`src/rtl/rhc_pkg.sv`:
```
// constants, register indices and state types of the receive header capture bank
package rhc_pkg;
   localparam int unsigned ADDR_W = 12;
   localparam int unsigned DATA_W = 32;
   // register indices; the byte address is four times the index
   localparam logic [7:0] IDX_MASK1 = 8'h45;
   localparam logic [7:0] IDX_MASK0 = 8'h46;
   localparam logic [7:0] IDX_HDR3 = 8'h47;
   localparam logic [7:0] IDX_HDR2 = 8'h48;
   localparam logic [7:0] IDX_HDR1 = 8'h49;
   localparam logic [7:0] IDX_HDR0 = 8'h4A;
   localparam logic [7:0] IDX_RXLEN = 8'h4B;
   localparam logic [7:0] MASK_RST = 8'h00;
   localparam logic [31:0] HDR_RST = 32'h0000_0000;
   localparam logic [7:0] LEN_RST = 8'hFF;
   // header byte index of the last byte on air (byte 3 arrives first)
   localparam logic [1:0] HDR_LAST_IDX = 2'h0;
   localparam logic [23:0] RD_PAD = 24'h00_0000;

   typedef struct packed {
      logic [7:0] mask1;
      logic [7:0] mask0;
      logic [31:0] hdr;
      logic [7:0] len;
      logic [7:0] eff_len;
      logic cmp_go;
      logic [31:0] prdata;
      logic pready;
      logic pslverr;
   } rhc_state_t;

   localparam rhc_state_t RST_STATE = '{
      mask1: MASK_RST, mask0: MASK_RST, hdr: HDR_RST, len: LEN_RST,
      eff_len: LEN_RST, cmp_go: 1'b0, prdata: 32'h0000_0000,
      pready: 1'b0, pslverr: 1'b0};

   typedef struct packed {
      logic match;
      logic done;
   } rhc_match_state_t;

   function automatic logic [ADDR_W-1:0] addr_of(input logic [7:0] idx);
      addr_of = {2'h0, idx, 2'h0};
   endfunction
endpackage

```
`src/rtl/rhc_match_if.sv`:
```
// carrier between the register bank and the header comparator
interface rhc_match_if;
   logic [31:0] rx_hdr;
   logic [31:0] chk_hdr;
   logic [31:0] mask;
   logic chk_en;
   logic start;
   logic match;
   logic done;
   modport req (output rx_hdr, output chk_hdr, output mask, output chk_en, output start,
      input match, input done);
   modport cmp (input rx_hdr, input chk_hdr, input mask, input chk_en, input start,
      output match, output done);
endinterface

```
`src/rtl/rhc_hdr_match.sv`:
```
// masked comparison of a received header against the expected header
module rhc_hdr_match (
   input wire logic clk_i,
   input wire logic rst_i,
   rhc_match_if.cmp m
);
   rhc_pkg::rhc_match_state_t st_r;
   rhc_pkg::rhc_match_state_t st_nxt;
   logic diff;

   // only bits whose mask bit is 1 take part
   assign diff = |((m.rx_hdr ^ m.chk_hdr) & m.mask);

   always_comb begin
      st_nxt = st_r;
      st_nxt.done = m.start;
      if (m.start) begin
         // check disabled: every header is accepted
         st_nxt.match = ~m.chk_en | ~diff;
      end
      if (rst_i) begin
         st_nxt = '0;
      end
   end

   always_ff @(posedge clk_i) begin
      st_r <= st_nxt;
   end

   assign m.match = st_r.match;
   assign m.done = st_r.done;
endmodule

```
`src/rtl/rhc_regs.sv`:
```
// receive header capture register bank with apb slave port
// How it works
// - mask byte one, read-write, resets zero
// - mask byte zero, read-write, resets zero
// - header bytes read high byte first
// - middle header bytes zero after reset
// - length register resets all ones, read-only
// - variable length loads received length byte
// - fixed length leaves length register untouched
// - only mask-one bits are compared
// - compare only when header check enabled
// - fixed length uses programmed length byte
module rhc_regs (
   // clock and reset
   input wire logic REF_CLK_I,
   input wire logic RST_I,
   // apb slave
   input wire logic PSEL_I,
   input wire logic PENABLE_I,
   input wire logic PWRITE_I,
   input wire logic [11:0] PADDR_I,
   input wire logic [31:0] PWDATA_I,
   output logic [31:0] PRDATA_O,
   output logic PREADY_O,
   output logic PSLVERR_O,
   // receive path of the packet handler
   input wire logic RX_HDR_VALID_I,
   input wire logic [1:0] RX_HDR_IDX_I,
   input wire logic [7:0] RX_HDR_BYTE_I,
   input wire logic RX_LEN_VALID_I,
   input wire logic [7:0] RX_LEN_BYTE_I,
   // packet handler configuration held elsewhere
   input wire logic FIX_LEN_I,
   input wire logic [7:0] PROG_LEN_I,
   input wire logic HDR_CHK_EN_I,
   input wire logic [31:0] CHK_HDR_I,
   input wire logic [15:0] HDR_MASK_HI_I,
   // results
   output logic [7:0] RX_LEN_O,
   output logic HDR_DONE_O,
   output logic HDR_MATCH_O
);
   rhc_pkg::rhc_state_t st_r;
   rhc_pkg::rhc_state_t st_nxt;
   logic acc_wr;
   logic acc_done;

   rhc_match_if mif ();

   function automatic logic hit(input logic [11:0] a, input logic [7:0] idx);
      hit = (a == rhc_pkg::addr_of(idx));
   endfunction

   function automatic logic mapped(input logic [11:0] a);
      mapped = hit(a, rhc_pkg::IDX_MASK1) | hit(a, rhc_pkg::IDX_MASK0)
         | hit(a, rhc_pkg::IDX_HDR3) | hit(a, rhc_pkg::IDX_HDR2)
         | hit(a, rhc_pkg::IDX_HDR1) | hit(a, rhc_pkg::IDX_HDR0)
         | hit(a, rhc_pkg::IDX_RXLEN);
   endfunction

   function automatic logic [7:0] rd_byte(input logic [11:0] a, input rhc_pkg::rhc_state_t s);
      rd_byte = 8'h00;
      if (hit(a, rhc_pkg::IDX_MASK1)) rd_byte = s.mask1;
      if (hit(a, rhc_pkg::IDX_MASK0)) rd_byte = s.mask0;
      if (hit(a, rhc_pkg::IDX_HDR3)) rd_byte = s.hdr[31:24];
      if (hit(a, rhc_pkg::IDX_HDR2)) rd_byte = s.hdr[23:16];
      if (hit(a, rhc_pkg::IDX_HDR1)) rd_byte = s.hdr[15:8];
      if (hit(a, rhc_pkg::IDX_HDR0)) rd_byte = s.hdr[7:0];
      if (hit(a, rhc_pkg::IDX_RXLEN)) rd_byte = s.len;
   endfunction

   // every access is answered in its first access cycle
   assign acc_done = PSEL_I & PENABLE_I & st_r.pready;
   assign acc_wr = acc_done & PWRITE_I;

   always_comb begin
      st_nxt = st_r;
      st_nxt.pready = 1'b0;
      st_nxt.pslverr = 1'b0;
      st_nxt.cmp_go = 1'b0;
      if (PSEL_I & ~PENABLE_I) begin
         st_nxt.pready = 1'b1;
         st_nxt.pslverr = ~mapped(PADDR_I);
         st_nxt.prdata = {rhc_pkg::RD_PAD, rd_byte(PADDR_I, st_r)};
      end
      // writes to read-only registers are silently dropped
      if (acc_wr && hit(PADDR_I, rhc_pkg::IDX_MASK1)) begin
         st_nxt.mask1 = PWDATA_I[7:0];
      end
      if (acc_wr && hit(PADDR_I, rhc_pkg::IDX_MASK0)) begin
         st_nxt.mask0 = PWDATA_I[7:0];
      end
      if (RX_HDR_VALID_I) begin
         st_nxt.hdr[{RX_HDR_IDX_I, 3'b000} +: 8] = RX_HDR_BYTE_I;
         // compare once the last header byte has landed
         st_nxt.cmp_go = (RX_HDR_IDX_I == rhc_pkg::HDR_LAST_IDX);
      end
      if (RX_LEN_VALID_I && !FIX_LEN_I) begin
         st_nxt.len = RX_LEN_BYTE_I;
      end
      st_nxt.eff_len = FIX_LEN_I ? PROG_LEN_I : st_nxt.len;
      if (RST_I) begin
         st_nxt = rhc_pkg::RST_STATE;
      end
   end

   always_ff @(posedge REF_CLK_I) begin
      st_r <= st_nxt;
   end

   assign mif.rx_hdr = st_r.hdr;
   assign mif.chk_hdr = CHK_HDR_I;
   assign mif.mask = {HDR_MASK_HI_I, st_r.mask1, st_r.mask0};
   assign mif.chk_en = HDR_CHK_EN_I;
   assign mif.start = st_r.cmp_go;

   rhc_hdr_match u_match (
      .clk_i(REF_CLK_I),
      .rst_i(RST_I),
      .m(mif.cmp)
   );

   assign PRDATA_O = st_r.prdata;
   assign PREADY_O = st_r.pready;
   assign PSLVERR_O = st_r.pslverr;
   assign RX_LEN_O = st_r.eff_len;
   assign HDR_DONE_O = mif.done;
   assign HDR_MATCH_O = mif.match;
endmodule

```
`config.mk`:
```
export PLATFORM = sky130hd
export DESIGN_NAME = rhc_regs
export DESIGN_NICKNAME = d
export VERILOG_FILES = /design/src/rtl/rhc_pkg.sv /design/src/rtl/rhc_match_if.sv /design/src/rtl/rhc_hdr_match.sv /design/src/rtl/rhc_regs.sv
export SDC_FILE = /design/constraint.sdc
export NUM_CORES = 1
export LEC_CHECK = 0
export BUFFER_PORTS_ARGS = -buffer_cell sky130_fd_sc_hd__buf_2
export CAP_MARGIN = 30
export CORE_ASPECT_RATIO = 1.4
export CORE_UTILIZATION = 53
export DETAILED_ROUTE_END_ITERATION = 8
export GPL_TIMING_DRIVEN = 0
export PLACE_DENSITY = 0.85
export SETUP_SLACK_MARGIN = 0.3
export SKIP_LAST_GASP = 1
export SLEW_MARGIN = 20
export SYNTH_ARGS = -nofsm -noshare
export SYNTH_HDL_FRONTEND = slang
export SYNTH_HIERARCHICAL = 1
export SYNTH_SLANG_ARGS = --single-unit
export TNS_END_PERCENT = 100
```
`constraint.sdc`:
```
create_clock -name REF_CLK_I -period 2.7 [get_ports REF_CLK_I]
set_input_delay 0.405 -clock REF_CLK_I [delete_from_list [all_inputs] [get_ports REF_CLK_I]]
set_output_delay 0.405 -clock REF_CLK_I [all_outputs]
set_load 0.02 [all_outputs]
```
==> flow_summary.toml <==
[outcome]
status = "complete, no violations"

[final_layout]
nets = 747
drive_gt1_share_pct = 33.71
diodes = 0
final_common_cell = "buf_2"
mostFrequentLayoutCells = "123 x buf_2, 77 x dfxtp_1, 62 x nor2_1, 54 x a22oi_1, 40 x buf_4"
area_delta_synth_final_pct = 26.42

[worst_setup_path]
crit_start = "RX_HDR_IDX_I[0]"
reg2reg_from = "mif.rx_hdr[30]"
cpLargestDelayFamily = "simple AND/OR/NAND/NOR gates"
worstPathArrival_ps = 2190
rr_worst_depth = 5
start_kind = "input pin"
cp-endpoint = "mif.rx_hdr[6]"
crit_type = "input pin to flip-flop"
critPathBufInv = 2
cp-end-kind = "flip-flop"
slowest_stage = "nor4b_2"
cp_max_fo = 9
ff2ff_setup_slack_ps = 810
cp.depth = 7
rr_endpoint = "u_match/m.match"
crit_path_cell_trace = "buf_2, inv_1, ha_1, nand2_1, nor4b_2, a22oi_1, nor2_1"
cpPeakStageDelay_ps = 740
critPathRequiredTime_ps = 3000

[global_routing]
track_usage_pct = 30.21
grt_first_pass_wirelength_um = 18870
grt-ovfl-total = 0
grt_pass1_vias = 3872
antenna_found_initial = 0
grt_max_degree = 14

[sta]
setup_viol = 0
hold_viol = 0
setup-tns-final_ps = 0
grt_setup_unrepaired = "no"
period_minus_slack_ps = 1897
fmax_ghz = 0.5273
period_share_pct = 70.24
tightestPinTransition_ps = 833.2
drv_slew = 0
slew-limit-headroom_pct = 44.31
skew_ps = 7.135
setup_slack_ps = 803.5

[floorplan]
row_count = 38
floorplan.die.height_um = 107.3
core_um2 = 7702
die-area_um2 = 8283
dieWidth_um = 77.21
initial_utilization_pct = 54.48
io_pins = 171

[synthesis]
yosysWarnings = 6
synth_area_per_cell_um2 = 9.083
yosys_register_bits = 77
netlist_area_um2 = 4197
synthSimpleGateAreaFrac_pct = 18.96
synth_cells = 462
synth_top_family_by_area = "simple AND/OR/NAND/NOR gates"
synth_compound_area_share_pct = 14.28
synthXorXnorAreaFrac_pct = 6.679
ys_seq_area_share_pct = 36.73
synth.distinct_cells = 41
synth-adder-area-share_pct = 1.491
muxShareOfSynthArea_pct = 12.34

[routing]
wire_per_inst_um = 17.10
drc_errors = 0
drt-pass1-iter-count = 6
wl_met3_um = 1040
ant_nets = 0
top_layer_used = "met4"
met2WireLength_um = 5996
drt_iter0_markers = 414
wl_um = 12310
vias = 4036
wl_met1_um = 4513
via_per_inst = 5.606

[clocking]
htreeDepth = 3
cts_tree = "yes"
insertion_delay_ps = 370
post_cts_buffers = 0
clock-sinks = 77
ctsResizeCount = 0
numCtsBuffers = 9
cts_root_buf = "clkbuf_8"
ctsHoldBuffers = 0
cts_buffer_depth = 2
clkTransAtPathRegs_ps = 80

[pwr]
p_per_area_nw_per_um2 = 534.6
power.share.sequential_pct = 41.4
p_int_w = 0.002158
sw_frac_of_total_pct = 23.93
p_comb_share_pct = 13.9
p_clk_share_pct = 44.7
switching_power_w = 0.0006787
power_w = 0.002836
irDropWorstVdd_mv = 0.3389
leakage_nw = 2.425

[place]
numPortBuffers = 118
globalplace.congestion = 0.9603
place_ws_ps = 407.2
place_hpwl_um = 9722

[worst_hold_path]
hp-class = "input pin to flip-flop"

[flow_run]
maxCapViolCount = 0
## logic make-up (layout without fill, tap and decap cells)
logic type      Yosys count  in the layout
compound gates           87             87
xor+xnor                 32             32
fa+ha+maj                 5              5
buf+inv                  64            199
flops                    77             77
mux                      45             45
other cells               1             24
simple gates            151            151
## final cells by class
type	count	area, µm²
Tap cell	100	125.1
Inverter	4	15.01
Clock inverter	6	157.7
Clock buffer	10	137.6
Sequential cell	77	1541
Fill cell	644	2397
Timing Repair Buffer	119	595.6
Buffer	60	380.4
Multi-Input combinational cell	344	2352
## worst min-delay path by stage
stage | from | end | slack [ps] | cells past startpoint
2_1_floorplan | mif.start | u_match/m.match | 430 | 1
3_3_place_gp | mif.start | u_match/m.match | 460 | 1
3_5_place_dp | PRDATA_O[1] | PRDATA_O[1] | 470 | 1
4_1_cts | RST_I | u_match/m.done | 220 | 2
5_1_grt | RST_I | u_match/m.match | 220 | 2
6_report | RST_I | u_match/m.done | 230 | 2
## power by group through the flow
stage	Combinational, W	Clock (W)	Sequential, W
6_report	0.000394	0.00127	0.00118
5_1_grt	0.000424	0.00132	0.00118
4_1_cts	0.000388	0.00127	0.00117
3_5_place_dp	0.000386	0	0.00120
3_3_place_gp	0.000377	0	0.00120
2_1_floorplan	0.000235	0	0.00120
## sequential cells by signal, indices dropped and copies added (netlist names)
register	count
u_match/m.done	1
mif.mask	16
mif.rx_hdr	32
PSLVERR_O	1
PREADY_O	1
u_match/m.match	1
RX_LEN_O	8
mif.start	1
st_r	8
PRDATA_O	8
## metal layers
metal,vias to the layer above,global-route usage (%)
met5,-,0
met4,0,20.08
met3,65,6.017
met2,261,52.72
met1,1824,32.85
li1,1886,-
## per-stage QoR
step | cells | area [µm²] | hold slack, ps | util, %
floorplan | 485 | 4283 | 434.7 | -
global placement | 703 | 4999 | 459.3 | 64.90
detailed placement | 703 | 5005 | 474.5 | 64.98
CTS | 719 | 5300 | 222.1 | 68.81
global route | 720 | 5305 | 223.8 | 68.88
finish | 720 | 5305 | 228.5 | 68.88
## cells in the mapped netlist, drive strengths merged
master  count  area, µm²
a21oi       8      40.04
a31oi       1      6.260
a22oi      54      405.4
xor2       32      280.3
conb        1      3.750
nand3       4      25.02
nor3        6      41.29
nand4       7      43.79
nand3b      8      60.06
nor2b       6      37.54
mux2i      27      270.3
a311oi      1      8.760
dfxtp      77       1541
mux2       14      157.7
a32o        1      10.01
and2        2      13.77
mux4        4      90.09
nor4        3      33.78
o22ai       3      18.77
o21ai      15      75.07
or4         3      22.52
nor2       62      232.7
clkbuf     14      52.55
nor4b       4      68.81
buf        46      327.8
nand2b     11      68.82
ha          5      62.56
nand2      33      128.9
and4        2      18.77
a22o        4      35.03
inv         4      15.01
No activity file was read; power rests on OpenSTA's default activity.
